## src/rtl/rec_regs.vh

```
`ifndef REC_REGS_VH
`define REC_REGS_VH

// Register indices (word offsets); byte address is four times the index
`define REC_IDX_FRONTEND_CONTROL_ONE 4'h1
`define REC_IDX_GAIN_CURRENT_CONTROL 4'h5
`define REC_IDX_STATUS 4'h8

// frontend_control_one fields
`define REC_BIT_CRC_ENABLE 14
`define REC_BIT_SENSOR_CURRENT_DISABLE 9
`define REC_MASK_FRONTEND_CONTROL_ONE 16'h4200
`define REC_RST_FRONTEND_CONTROL_ONE 16'h0000

// gain_and_sensor_current_control fields
`define REC_BIT_WIRE_COUNT_SELECT 15
`define REC_COMP_LEVEL_HI 14
`define REC_COMP_LEVEL_LO 12
`define REC_EXC_LEVEL_HI 11
`define REC_EXC_LEVEL_LO 9
`define REC_BIT_EXTERNAL_RESISTOR_SELECT 8
`define REC_GAIN_HI 7
`define REC_GAIN_LO 4
`define REC_MASK_GAIN_CURRENT_CONTROL 16'hFFF0
`define REC_RST_GAIN_CURRENT_CONTROL 16'h0000

// Level codes: 0 off, 1..6 select ratios 1,4,5,6,9,10 of the 100 uA reference
`define REC_LEVEL_OFF 3'h0
`define REC_LEVEL_MAX 3'h6
`define REC_REF_CURRENT_UA 100

`endif
```

## src/rtl/rec_excitation_ctrl.v

```verilog
// The Avalon-MM slave port is this design's own decision.
`timescale 1ns/1ps
module rec_excitation_ctrl (
   // Clock and reset
   input wire CLK,
   input wire RST,
   // Avalon-MM slave
   input wire [5:0] AVS_ADDRESS,
   input wire AVS_READ,
   input wire AVS_WRITE,
   input wire [31:0] AVS_WRITEDATA,
   input wire [3:0] AVS_BYTEENABLE,
   output reg [31:0] AVS_READDATA,
   output wire AVS_WAITREQUEST,
   output reg [1:0] AVS_RESPONSE,
   // Current source steering, amplifier gain and CRC enable
   output reg EXTERNAL_RESISTOR_SELECT,
   output reg [3:0] SENSOR_CURRENT_PIN_RATIO,
   output reg [3:0] POSITIVE_INPUT_RATIO,
   output reg [3:0] NEGATIVE_INPUT_RATIO,
   output reg WIRE_COUNT_SELECT,
   output reg [3:0] AMPLIFIER_GAIN,
   output reg CRC_ENABLE
);
   `include "rec_regs.vh"

   localparam ST_IDLE = 2'b01;
   localparam ST_DONE = 2'b10;

   reg [1:0] state;
   reg [15:0] frontend_control_one;
   reg [15:0] gain_and_sensor_current_control;
   reg [15:0] next_frontend;
   reg [15:0] next_gain;
   reg [15:0] lane_mask;
   reg [15:0] rd_word;
   reg rd_hit;
   wire [3:0] index;
   wire request;
   wire sensor_current_disable;
   wire wire_count_select;
   wire [2:0] excitation_level;
   wire [2:0] compensation_level;
   wire [3:0] exc_ratio;
   wire [3:0] comp_ratio;
   wire exc_active;
   wire comp_active;
   wire [15:0] status_word;

   assign index = AVS_ADDRESS[5:2];
   assign request = AVS_READ | AVS_WRITE;
   // One wait cycle: request accepted in the cycle after it is seen
   assign AVS_WAITREQUEST = request & (state != ST_DONE);

   assign sensor_current_disable = frontend_control_one[`REC_BIT_SENSOR_CURRENT_DISABLE];
   assign wire_count_select = gain_and_sensor_current_control[`REC_BIT_WIRE_COUNT_SELECT];
   assign excitation_level =
      gain_and_sensor_current_control[`REC_EXC_LEVEL_HI:`REC_EXC_LEVEL_LO];
   assign compensation_level =
      gain_and_sensor_current_control[`REC_COMP_LEVEL_HI:`REC_COMP_LEVEL_LO];

   // Function enabled unless disabled by software
   rec_level_decode u_exc (
      .level(excitation_level),
      .enable(!sensor_current_disable),
      .ratio(exc_ratio),
      .active(exc_active)
   );

   // Compensation source exists only in 3/2-wire mode
   rec_level_decode u_comp (
      .level(compensation_level),
      .enable(!sensor_current_disable && wire_count_select),
      .ratio(comp_ratio),
      .active(comp_active)
   );

   // Live drive state, read-only, so software can see what actually reaches the pins
   assign status_word = {8'h00, 2'b00, comp_active, exc_active,
      wire_count_select, sensor_current_disable, 2'b00};

   always @* begin
      lane_mask = {{8{AVS_BYTEENABLE[1]}}, {8{AVS_BYTEENABLE[0]}}};
      // Reserved bits never stored
      next_frontend = (frontend_control_one & ~lane_mask)
         | (AVS_WRITEDATA[15:0] & lane_mask & `REC_MASK_FRONTEND_CONTROL_ONE);
      next_gain = (gain_and_sensor_current_control & ~lane_mask)
         | (AVS_WRITEDATA[15:0] & lane_mask & `REC_MASK_GAIN_CURRENT_CONTROL);
      rd_word = 16'h0000;
      rd_hit = 1'b1;
      case (index)
         `REC_IDX_FRONTEND_CONTROL_ONE: rd_word = frontend_control_one;
         `REC_IDX_GAIN_CURRENT_CONTROL: rd_word = gain_and_sensor_current_control;
         `REC_IDX_STATUS: rd_word = status_word;
         default: rd_hit = 1'b0;
      endcase
   end

   always @(posedge CLK) begin
      if (RST) begin
         state <= ST_IDLE;
         // Internal resistor, 4-wire, current on, levels zero
         frontend_control_one <= `REC_RST_FRONTEND_CONTROL_ONE;
         gain_and_sensor_current_control <= `REC_RST_GAIN_CURRENT_CONTROL;
         AVS_READDATA <= 32'h00000000;
         AVS_RESPONSE <= 2'b00;
      end else begin
         case (state)
            ST_IDLE: begin
               if (request) begin
                  state <= ST_DONE;
                  // Reserved bits read zero
                  AVS_READDATA <= {16'h0000, rd_word};
                  AVS_RESPONSE <= rd_hit ? 2'b00 : 2'b11;
               end
            end
            ST_DONE: begin
               state <= ST_IDLE;
               if (AVS_WRITE) begin
                  // Written fields retained
                  if (index == `REC_IDX_FRONTEND_CONTROL_ONE) begin
                     frontend_control_one <= next_frontend;
                  end
                  if (index == `REC_IDX_GAIN_CURRENT_CONTROL) begin
                     gain_and_sensor_current_control <= next_gain;
                  end
               end
            end
            default: state <= ST_IDLE;
         endcase
      end
   end

   // Registered steering, gain and CRC enable outputs
   always @(posedge CLK) begin
      if (RST) begin
         EXTERNAL_RESISTOR_SELECT <= 1'b0;
         SENSOR_CURRENT_PIN_RATIO <= 4'h0;
         POSITIVE_INPUT_RATIO <= 4'h0;
         NEGATIVE_INPUT_RATIO <= 4'h0;
         WIRE_COUNT_SELECT <= 1'b0;
         AMPLIFIER_GAIN <= 4'h0;
         CRC_ENABLE <= 1'b0;
      end else begin
         // Reference resistor choice
         EXTERNAL_RESISTOR_SELECT <=
            gain_and_sensor_current_control[`REC_BIT_EXTERNAL_RESISTOR_SELECT];
         WIRE_COUNT_SELECT <= wire_count_select;
         AMPLIFIER_GAIN <= gain_and_sensor_current_control[`REC_GAIN_HI:`REC_GAIN_LO];
         CRC_ENABLE <= frontend_control_one[`REC_BIT_CRC_ENABLE];
         // Ratio times 100 uA reference per source
         if (wire_count_select) begin
            // 3/2-wire: excitation on AIN+, compensation on AIN
            SENSOR_CURRENT_PIN_RATIO <= 4'h0;
            POSITIVE_INPUT_RATIO <= exc_ratio;
            NEGATIVE_INPUT_RATIO <= comp_ratio;
         end else begin
            // 4-wire: excitation only, on the sensor current pin
            SENSOR_CURRENT_PIN_RATIO <= exc_ratio;
            POSITIVE_INPUT_RATIO <= 4'h0;
            NEGATIVE_INPUT_RATIO <= 4'h0;
         end
      end
   end
endmodule

```

## src/rtl/rec_level_decode.v

```verilog
`timescale 1ns/1ps
module rec_level_decode (
   // Level code in
   input wire [2:0] level,
   input wire enable,
   // Source drive out
   output reg [3:0] ratio,
   output wire active
);
   `include "rec_regs.vh"

   // Codes 7 and up are treated as off so an illegal write never drives current
   always @* begin
      case (level)
         3'h1: ratio = 4'h1;
         3'h2: ratio = 4'h4;
         3'h3: ratio = 4'h5;
         3'h4: ratio = 4'h6;
         3'h5: ratio = 4'h9;
         3'h6: ratio = 4'hA;
         default: ratio = 4'h0;
      endcase
      if (!enable) begin
         ratio = 4'h0;
      end
   end

   assign active = (ratio != 4'h0);
endmodule

```

## config.mk

```make
export PLATFORM = sky130hd
export DESIGN_NAME = rec_excitation_ctrl
export DESIGN_NICKNAME = d
export VERILOG_FILES = /design/src/rtl/rec_excitation_ctrl.v /design/src/rtl/rec_level_decode.v
export VERILOG_INCLUDE_DIRS = /design/src /design/src/rtl
export SDC_FILE = /design/constraint.sdc
export NUM_CORES = 1
export LEC_CHECK = 0
export ABC_CLOCK_PERIOD_IN_PS = 3100
export BUFFER_PORTS_ARGS = -buffer_cell sky130_fd_sc_hd__buf_4
export CORE_MARGIN = 2
export CORE_UTILIZATION = 52
export DETAILED_ROUTE_END_ITERATION = 7
export PLACE_DENSITY = 0.84
export SLEW_MARGIN = 30
export SYNTH_ARGS = -nofsm -noshare
export SYNTH_HDL_FRONTEND = slang
export SYNTH_HIERARCHICAL = 1
export SYNTH_SLANG_ARGS = --single-unit
```

## constraint.sdc

```tcl
create_clock -name CLK -period 3.1 [get_ports CLK]
set_input_delay 0 -clock CLK [delete_from_list [all_inputs] [get_ports CLK]]
set_output_delay 0 -clock CLK [all_outputs]
set_load 0.01 [all_outputs]
```

Yosys cells after proc, flatten, opt, wreduce, memory -nomap -nowiden
Index checks and enable logic that the tools add are counted.
{"block": "word_totals", "regBits": 71, "in_bits": 46, "out_inout_bits": 54, "word_cells": 58}
{"block": "classes", "n_eq_ne": 18, "muxes": 7, "bitwise": 10, "reduce_logical": 11}
{"operator": "AND 16 bit", "n": 3}
{"operator": "case mux 16 bit (3 select lines)", "n": 1}
{"operator": "case mux 4 bit (6 select lines)", "n": 2}
{"operator": "equality test 3 bit, second input constant", "n": 6}
{"operator": "NOT 16 bit", "n": 1}
{"operator": "OR 16 x 15 -> 16 bit", "n": 1}
{"operator": "OR 16 bit", "n": 1}
{"operator": "equality test 3 x 2 -> 1 bit, second input constant", "n": 4}
{"operator": "2-to-1 mux 4 bit", "n": 2}
{"operator": "nonzero test 4 bit", "n": 2}
{"operator": "equality test 3 x 1 -> 1 bit, second input constant", "n": 2}
{"operator": "AND reduction 3 bit", "n": 2}
{"operator": "OR reduction 2 bit", "n": 3}
{"operator": "equality test 4 x 1 -> 1 bit, second input constant", "n": 1}
{"operator": "equality test 4 x 3 -> 1 bit, second input constant", "n": 1}
{"operator": "equality test 4 bit, second input constant", "n": 1}
{"operator": "OR reduction 3 bit", "n": 1}
{"operator": "equality test 2 x 1 -> 1 bit, second input constant", "n": 1}
{"operator": "equality test 2 bit, second input constant", "n": 1}
{"operator": "2-to-1 mux 2 bit", "n": 1}
{"operator": "inequality test 2 bit, second input constant", "n": 1}
{"operator": "NOT 1 bit", "n": 2}
{"operator": "AND reduction 2 bit", "n": 1}
{"operator": "AND 1 bit", "n": 1}
{"operator": "4 further kinds", "n": 4}

Logic depth before layout (Yosys ltp)
Gate-level depths: netlist of the first run.
{"block": "logic_depth", "ltp_word": 5, "depth_mapped": 6}

Hierarchy
The synthesis of the first run kept the hierarchy.
{"mod": "rec_excitation_ctrl", "instances": 1, "cells_per_inst": 277, "area_each_um2": 2623.8, "seq_area_each_um2": 1401.3}
{"mod": "rec_level_decode", "instances": 2, "cells_per_inst": 11, "area_each_um2": 61.3, "seq_area_each_um2": 0.0}

Worst setup path before layout of the first run
No wires, ideal clock.
{"block": "synth_path", "path_kind": "register to register", "startpoint": "register state[0]", "endpoint": "register with a tool-made name", "setup_ps": 128, "arrival_time_ps": 1300, "slack_ps": 1672, "path_stages_with_launch": 6, "period_less_slack_ps": 1428, "path_cell_list": "dfxtp_1 -> nand4b_1 -> or3_1 -> clkbuf_1 -> mux2i_1 -> nor2_1"}
{"item": "start: declaration", "line": "rec_excitation_ctrl.v:30", "rtl": "reg [1:0] state;"}
{"item": "start signal: assignment", "line": "rec_excitation_ctrl.v:101", "rtl": "state <= ST_IDLE;"}
{"item": "start signal: assignment", "line": "rec_excitation_ctrl.v:111", "rtl": "state <= ST_DONE;"}
{"item": "start signal: assignment", "line": "rec_excitation_ctrl.v:118", "rtl": "state <= ST_IDLE;"}

==> results of run 1 <==
==> metrics by stage <==
stage | util [%] | power, W
2_1_floorplan | - | 0.00100
3_3_place_gp | 61.7 | 0.00102
3_5_place_dp | 61.7 | 0.00102
4_1_cts | 67.5 | 0.00165
5_1_grt | 67.5 | 0.00170
6_report | 67.5 | 0.00164
==> cell type report <==
class / count / area, um^2
Tap cell: 70 / 87.6
Fill cell: 393 / 1660
Clock inverter: 4 / 22.5
Clock buffer: 12 / 145
Timing Repair Buffer: 73 / 581
Multi-Input combinational cell: 206 / 1190
Sequential cell: 70 / 1400
Inverter: 5 / 18.8
==> path summary, 6_finish.rpt <==
kind                                      startpoint                                  to  slack, ps  depth (start not counted)
hold / removal                                   RST                                flop         90                          2
setup / recovery                      AVS_ADDRESS[3]                                flop       1200                          6
hold reg to reg   gain_and_sensor_current_control[0]  gain_and_sensor_current_control[0]        460                          1
setup reg to reg                            state[0]                                flop       1400                          4
==> cells in the mapped netlist (10+ instances only) <==
cell type / number
a21oi_1: 26
a22oi_1: 11
and2_1: 24
and3_1: 12
buf_4: 17
clkbuf_1: 14
dfxtp_1: 70
mux2_2: 10
nand2_1: 23
nand3b_1: 10
nor2_1: 24
o21ai_0: 12
==> layer usage <==
layer | share of wire [%] | track usage [%]
met1 | 42 | 25.4
met2 | 51 | 32.2
met3 | 5.5 | 6.35
met4 | 1.7 | 8.36
met5 | 0 | 0
==> kinds of logic after synthesis <==
family / share of synthesized area, %
other: 0.137
AND/OR/NAND/NOR: 23.4
flip-flops: 51.0
XOR/XNOR: 0.638
multiplexers: 5.19
AO/OA/AOI/OAI: 12.0
buffers and inverters: 7.56
==> power groups by stage <==
stage	Sequential, W	Combinational, W	Clock (W)
5_1_grt	0.000906	0.000119	0.000674
2_1_floorplan	0.000927	0.0000745	0
6_report	0.000907	0.000111	0.000618
4_1_cts	0.000907	0.000109	0.000630
3_3_place_gp	0.000927	0.0000945	0
3_5_place_dp	0.000927	0.0000962	0
==> what timing repair did <==
action / CTS / global route
setup endpoints to repair: 0 / 0
hold buffers: 13 / 0
setup buffers: 0 / 0
endpoints found under the hold margin: 15 / 0
==> impl_metrics.yaml, run 1 <==
routing:
  wire_per_inst_um: 13.3
  viasPerCell: 5.03
  via_count: 2211
  first_pass_iters: 4
  postRouteAntennaNets: 0
  drtIter0Drc: 142
  route.detailed.drc: 0
  routed_wl_um: 5870
cells_and_area:
  n_antenna_cell: 0
  final_cell_area_um2: 3450
  stdcell_count: 440
  fin_nets: 411
  layout_common_cells: "70 x dfxtp_1, 60 x buf_4, 26 x a21oi_1"
  drive_above_1_share_pct: 23.2
  layout_commonest_cell: "dfxtp_1"
  syn2layout_area_growth_pct: 25.6
hold_path:
  hold_path_class: "in -> reg"
synthesis:
  ys_seq_area_share_pct: 51.0
  synth_top_area_share_pct: 51.0
  ys_ff_latch: 70
  synth_area_leader_cell: "dfxtp_1"
  ys_async_sr_fraction_pct: 0
  yosys-top-cells-area: "dfxtp_1 51%, and2_1 5.5%, a21oi_1 4.7%"
  synth_ff_type: "dfxtp_1"
  syn_area_um2: 2750
  synth_warnings: 6
  synthDistinctLibCells: 31
  synth_edf_count: 0
  syn_inst: 299
  syn-mean-instance-area_um2: 9.19
timing:
  worst_pin_slew_ps: 588
  hold_violations: 0
  final.setup.tns_ps: 0
  drv_slew: 0
  setup_ws_ps: 1200
  fmax_mhz: 525
  finalClockSkew_ps: 7.95
  fin_crit_sh_pct: 61.4
  hold_ws_ps: 86.4
  rsz0062_at_grt: "false"
  maxSlewHeadroom_pct: 60.6
  min_period_ps: 1900
  setup_violations: 0
clocking:
  clock-sinks: 70
  cts_made_buffers: 9
  worstSkewPairLatency_ps: 340
  cts-resized-gates: 0
  clockBufferDepth: 2
  root_buffer: "clkbuf_8"
  cts_tree: "done"
  htree_levels: 3
  clk_pin_slew_ps: 60
floorplan:
  coreArea_um2: 5110
  initial_core_util_pct: 53.8
  die_x_um: 76.7
  io_pins: 100
  dieHeight_um: 76.7
  die_area_um2: 5880
  rows: 26
place:
  dp_slack_ps: 1380
  dp_hpwl_um: 3890
  dpl.cell_count: 411
  place_congestion: 0.793
  place_area_um2: 3150
  io_buffers: 59
pwr:
  comb_power_share_pct: 6.8
  p_switching_w: 0.000376
  powerDensity_nw_per_um2: 474
  irDropWorstVdd_mv: 0.435
  leakagePower_nw: 1.51
  clkPwrFrac_pct: 37.8
  sw_frac_of_total_pct: 23.0
  seqPwrFrac_pct: 55.4
  p_int_w: 0.00126
worst_setup_path:
  worst-path-max-fanout: 14
  crit_slowest_cell: "nor2_1"
  path_buf_inv: 2
  slowest_delay_ps: 650
  path_cells: "dlygate4sd3_1 -> buf_4 -> nand4bb_1 -> nor2_1 -> nand2_1 -> a21oi_1"
  start_kind: "input pin"
  crit_path_end_kind: "flop"
  crit_type: "in -> reg"
  required_ps: 3360
  cpLargestDelayFamily: "simple AND/OR/NAND/NOR gates"
  arrival_ps: 2160
global_route:
  grt_overflow: 0
  antenna_found_initial: 0
  grt_pass1_vias: 1980
  grt_usage_pct: 20.2
  grt_max_degree: 44
  grt_first_pass_wirelength_um: 9340
status:
  status: "finished clean"
job:
  cap_violations: 0
No activity file was read; power rests on OpenSTA's default activity.
==> run 2: changes to the inputs <==
--- a/config.mk
+++ b/config.mk
@@ -6,12 +6,12 @@
 export SDC_FILE = /design/constraint.sdc
 export NUM_CORES = 1
 export LEC_CHECK = 0
-export ABC_CLOCK_PERIOD_IN_PS = 3100
+export ABC_CLOCK_PERIOD_IN_PS = 1650
 export BUFFER_PORTS_ARGS = -buffer_cell sky130_fd_sc_hd__buf_4
 export CORE_MARGIN = 2
-export CORE_UTILIZATION = 52
+export CORE_UTILIZATION = 44
 export DETAILED_ROUTE_END_ITERATION = 7
-export PLACE_DENSITY = 0.84
+export PLACE_DENSITY = 0.76
 export SLEW_MARGIN = 30
 export SYNTH_ARGS = -nofsm -noshare
 export SYNTH_HDL_FRONTEND = slang
==> constraint.sdc (replaced) <==
create_clock -name CLK -period 1.65 [get_ports CLK]
set_input_delay 0 -clock CLK [delete_from_list [all_inputs] [get_ports CLK]]
set_output_delay 0 -clock CLK [all_outputs]
set_load 0.01 [all_outputs]
==> impl_metrics.yaml, run 2 (synthesized netlist as in run 1, its figures left out) <==
status:
  status: "finished clean"
cells_and_area:
  final_util_pct: 60.0
  layout_common_cells: "74 x buf_4, 70 x dfxtp_1, 26 x a21oi_1"
  layout_commonest_cell: "buf_4"
  drive_above_1_share_pct: 26.0
  fill_cells: 523
  n_antenna_cell: 0
  syn2layout_area_growth_pct: 30.9
  fin_nets: 425
global_route:
  antenna_found_initial: 0
  grt_max_degree: 29
  grt_first_pass_wirelength_um: 10200
  grt_usage_pct: 18.8
  grt_pass1_vias: 2215
  grt_overflow: 0
routing:
  routed_wl_um: 6130
  drtIter0Drc: 152
  route.detailed.drc: 0
  postRouteAntennaNets: 0
  viasPerCell: 4.89
  first_pass_iters: 4
  wire_per_inst_um: 13.4
  via_count: 2246
floorplan:
  coreArea_um2: 5990
  die_x_um: 83.0
  dieHeight_um: 83.0
  initial_core_util_pct: 45.8
  rows: 28
  die_area_um2: 6890
  io_pins: 100
worst_setup_path:
  cpLargestDelayFamily: "simple AND/OR/NAND/NOR gates"
  crit_top_cell: "a21oi_1"
  worst-path-max-fanout: 6
  path_cells: "nor2b_1 -> and3_1 -> nand3b_1 -> a21oi_1 -> o21bai_1 -> a21oi_1"
  crit_path_end_kind: "flop"
  arrival_ps: 1750
  start_kind: "flop"
  path_buf_inv: 0
  reg2reg_slack_ps: 170
  required_ps: 1930
  slowest_delay_ps: 440
  crit_slowest_cell: "dfxtp_1"
  ff2ff_path_depth: 6
  crit_type: "reg -> reg"
  reg2reg_to: "AVS_READDATA[5]"
clocking:
  cts-resized-gates: 0
  htree_levels: 3
  ctsHoldBuffers: 13
  clockBufferDepth: 2
  cts_tree: "done"
  cts_made_buffers: 9
  root_buffer: "clkbuf_8"
  worstSkewPairLatency_ps: 350
  clock-sinks: 70
  clk_pin_slew_ps: 70
  cts_setup_buffers: 0
hold_path:
  whs_path_depth: 2
  min-delay-start: "RST"
  holdPathEnd: "AVS_READDATA[12]"
  hold_path_class: "in -> reg"
place:
  io_buffers: 59
  dp_slack_ps: 168
  dp_hpwl_um: 4280
  place_congestion: 0.770
pwr:
  comb_power_share_pct: 6.7
  powerDensity_nw_per_um2: 921
  sw_frac_of_total_pct: 22.1
  seqPwrFrac_pct: 51.4
  leakagePower_nw: 1.59
  clkPwrFrac_pct: 41.9
  p_int_w: 0.00258
  p_switching_w: 0.000733
  irDropWorstVdd_mv: 0.564
  total_power_w: 0.00331
timing:
  rsz0062_at_grt: "false"
  min_period_ps: 1480
  drv_slew: 0
  final.setup.tns_ps: 0
  fmax_mhz: 677
  fin_crit_sh_pct: 89.5
  setup_violations: 0
  setup_ws_ps: 174
  hold_violations: 0
  finalClockSkew_ps: 11.2
job:
  cap_violations: 0
-- run 2: changes by cell type in the layout (fill, tap and decap cells not counted) --
cell,previous run,this run
buf_4,60,74
clkinv_2,3,1
bufinv_16,0,1
clkbuf_8,10,11
-- run 2: routing by layer --
layer  global-route usage (%)  wire, um
met1                     21.6      2620
met2                     31.9      3060
met3                     5.67       342
met4                     9.24       115
met5                        0         0
-- run 2: power by group through the flow --
stage	Sequential, W	Combinational, W	Clock [W]
after floorplan	0.00174	0.000140	0
after global placement	0.00174	0.000195	0
after detailed placement	0.00174	0.000197	0
after CTS	0.00170	0.000221	0.00142
after global routing	0.00170	0.000243	0.00150
final	0.00170	0.000223	0.00139
-- run 2: how the worst max path moves through the flow --
| stage | from | to | slack [ps] | depth (start not counted) |
|---|---|---|---|---|
| after floorplan | state[0] | flop | 220 | 5 |
| after global routing | flop | AVS_READDATA[5] | 20 | 6 |
| after detailed placement | AVS_ADDRESS[5] | flop | 170 | 5 |
| after global placement | AVS_ADDRESS[5] | flop | 200 | 5 |
| after CTS | flop | AVS_READDATA[5] | 160 | 6 |
| final | flop | AVS_READDATA[5] | 170 | 6 |
-- run 2: area by class of cell --
type,count,area [um^2],share of cell area (%)
Sequential cell,70,1400,39.0
Multi-Input combinational cell,206,1190,33.2
Timing Repair Buffer,87,686,19.1
Clock buffer,13,159,4.42
Tap cell,75,93.8,2.61
Clock inverter,3,42.5,1.18
Inverter,5,18.8,0.522
-- run 2: stage by stage --
step	std cells	hold WS (ps)	instance area [um^2]
after floorplan	314	136	2800
after global placement	430	250	3260
after detailed placement	430	254	3260
after CTS	459	1.93	3590
after global routing	459	21.1	3590
final	459	21.0	3590
==> run 3: changes to the inputs <==
--- a/config.mk
+++ b/config.mk
@@ -6,12 +6,12 @@
 export SDC_FILE = /design/constraint.sdc
 export NUM_CORES = 1
 export LEC_CHECK = 0
-export ABC_CLOCK_PERIOD_IN_PS = 1650
+export ABC_CLOCK_PERIOD_IN_PS = 1550
 export BUFFER_PORTS_ARGS = -buffer_cell sky130_fd_sc_hd__buf_4
 export CORE_MARGIN = 2
-export CORE_UTILIZATION = 44
+export CORE_UTILIZATION = 49
 export DETAILED_ROUTE_END_ITERATION = 7
-export PLACE_DENSITY = 0.76
+export PLACE_DENSITY = 0.8
 export SLEW_MARGIN = 30
 export SYNTH_ARGS = -nofsm -noshare
 export SYNTH_HDL_FRONTEND = slang
==> constraint.sdc (replaced) <==
create_clock -name CLK -period 1.55 [get_ports CLK]
set_input_delay 0 -clock CLK [delete_from_list [all_inputs] [get_ports CLK]]
set_output_delay 0 -clock CLK [all_outputs]
set_load 0.01 [all_outputs]
==> impl_metrics.yaml, run 3 (synthesized netlist as in run 1, its figures left out) <==
cells_and_area:
  syn2layout_area_growth_pct: 32.4
  layout_common_cells: "77 x buf_4, 70 x dfxtp_1, 26 x a21oi_1"
  drive_above_1_share_pct: 26.9
  layout_commonest_cell: "buf_4"
  n_antenna_cell: 0
  fin_nets: 428
  stdcell_count: 458
clocking:
  cts_made_buffers: 9
  cts_tree: "done"
  clk_pin_slew_ps: 80
  htree_levels: 3
  root_buffer: "clkbuf_8"
  worstSkewPairLatency_ps: 350
  cts_setup_buffers: 0
  clockBufferDepth: 2
  clock-sinks: 70
timing:
  fmax_mhz: 704
  finalClockSkew_ps: 13.4
  rsz0062_at_grt: "false"
  final.setup.tns_ps: 0
  hold_violations: 0
  min_period_ps: 1420
  setup_violations: 0
  drv_slew: 0
  fin_crit_sh_pct: 91.7
status:
  status: "finished clean"
routing:
  wire_per_inst_um: 13.4
  routed_wl_um: 6150
  postRouteAntennaNets: 0
  drtIter0Drc: 159
  via_count: 2275
  route.detailed.drc: 0
  viasPerCell: 4.97
  first_pass_iters: 5
floorplan:
  coreArea_um2: 5470
  dieHeight_um: 78.9
  initial_core_util_pct: 50.2
  io_pins: 100
  die_area_um2: 6220
  die_x_um: 78.9
  rows: 27
place:
  io_buffers: 59
  dp_hpwl_um: 4230
  place_congestion: 0.837
  dpl.cell_count: 430
pwr:
  powerDensity_nw_per_um2: 1010
  irDropWorstVdd_mv: 0.965
  leakagePower_nw: 1.62
global_route:
  grt_max_degree: 33
  grt_overflow: 0
  grt_first_pass_wirelength_um: 9850
  grt_usage_pct: 20.9
  antenna_found_initial: 0
  grt_pass1_vias: 2111
hold_path:
  hold_path_class: "in -> reg"
worst_setup_path:
  crit_path_end_kind: "flop"
  start_kind: "flop"
  crit_type: "reg -> reg"
  worst-path-max-fanout: 23
  arrival_ps: 1690
  required_ps: 1820
job:
  cap_violations: 0
-- run 3: metrics by stage --
stage / total power, W / hold WS [ps] / utilization [%] / setup slack (ps) / area [um^2]
floorplan: 0.00200 / 136 / - / 122 / 2800
global placement: 0.00206 / 247 / 60.0 / 108 / 3280
detailed placement: 0.00206 / 258 / 60.0 / 91.7 / 3280
CTS: 0.00370 / 36.5 / 66.4 / 117 / 3630
global route: 0.00380 / 43.1 / 66.5 / 18.6 / 3640
finish: 0.00368 / 47.9 / 66.5 / 129 / 3640
-- run 3: layer usage --
| metal | track usage [%] | vias to the layer above | routed length [um] |
|---|---|---|---|
| met1 | 24.7 | 1046 | 2540 |
| met2 | 34.6 | 78 | 3110 |
| li1 | - | 1142 | - |
| met5 | 0 | - | 0 |
| met3 | 5.34 | 9 | 405 |
| met4 | 11.6 | 0 | 97 |
-- run 3: worst max-delay path, cell delays in order (launching register included) --
cell,delay [ps]
dfxtp_1,330
nand2b_1,170
or2_2,300
buf_4,220
o21bai_1,190
a21oi_1,130
-- run 3: power by group --
group | total (W) | internal, W | leakage [nW] | switching, W
Sequential | 0.00181 | 0.00181 | 0.564 | 0.00000637
Clock | 0.00163 | 0.000986 | 0.109 | 0.000642
Combinational | 0.000241 | 0.000109 | 0.944 | 0.000132
Total | 0.00368 | 0.00290 | 1.62 | 0.000781
-- run 3: final timing paths --
path	startpoint	endpoint	slack (ps)	depth (start not counted)
hold / removal	RST	AVS_READDATA[11]	50	2
setup / recovery	state[1]	AVS_READDATA[4]	130	5
hold reg to reg	AVS_READDATA[2]	AVS_READDATA[2]	450	2
setup reg to reg	state[1]	AVS_READDATA[4]	130	5
-- run 3: final cells by class --
class	instances	area, um^2
clock inverters	3	67.6
repair buffers	90	708
flip-flops and latches	70	1400
clock buffers	12	155
fillers	422	1840
well taps	72	90.1
multi-input cells	206	1200
inverters	5	18.8
-- run 3: timing repair --
item | 4_1_cts | 5_1_grt
resized for setup | 0 | 1
hold buffers | 13 | 0
setup endpoints to repair | 0 | 1
endpoints found under the hold margin | 15 | 0
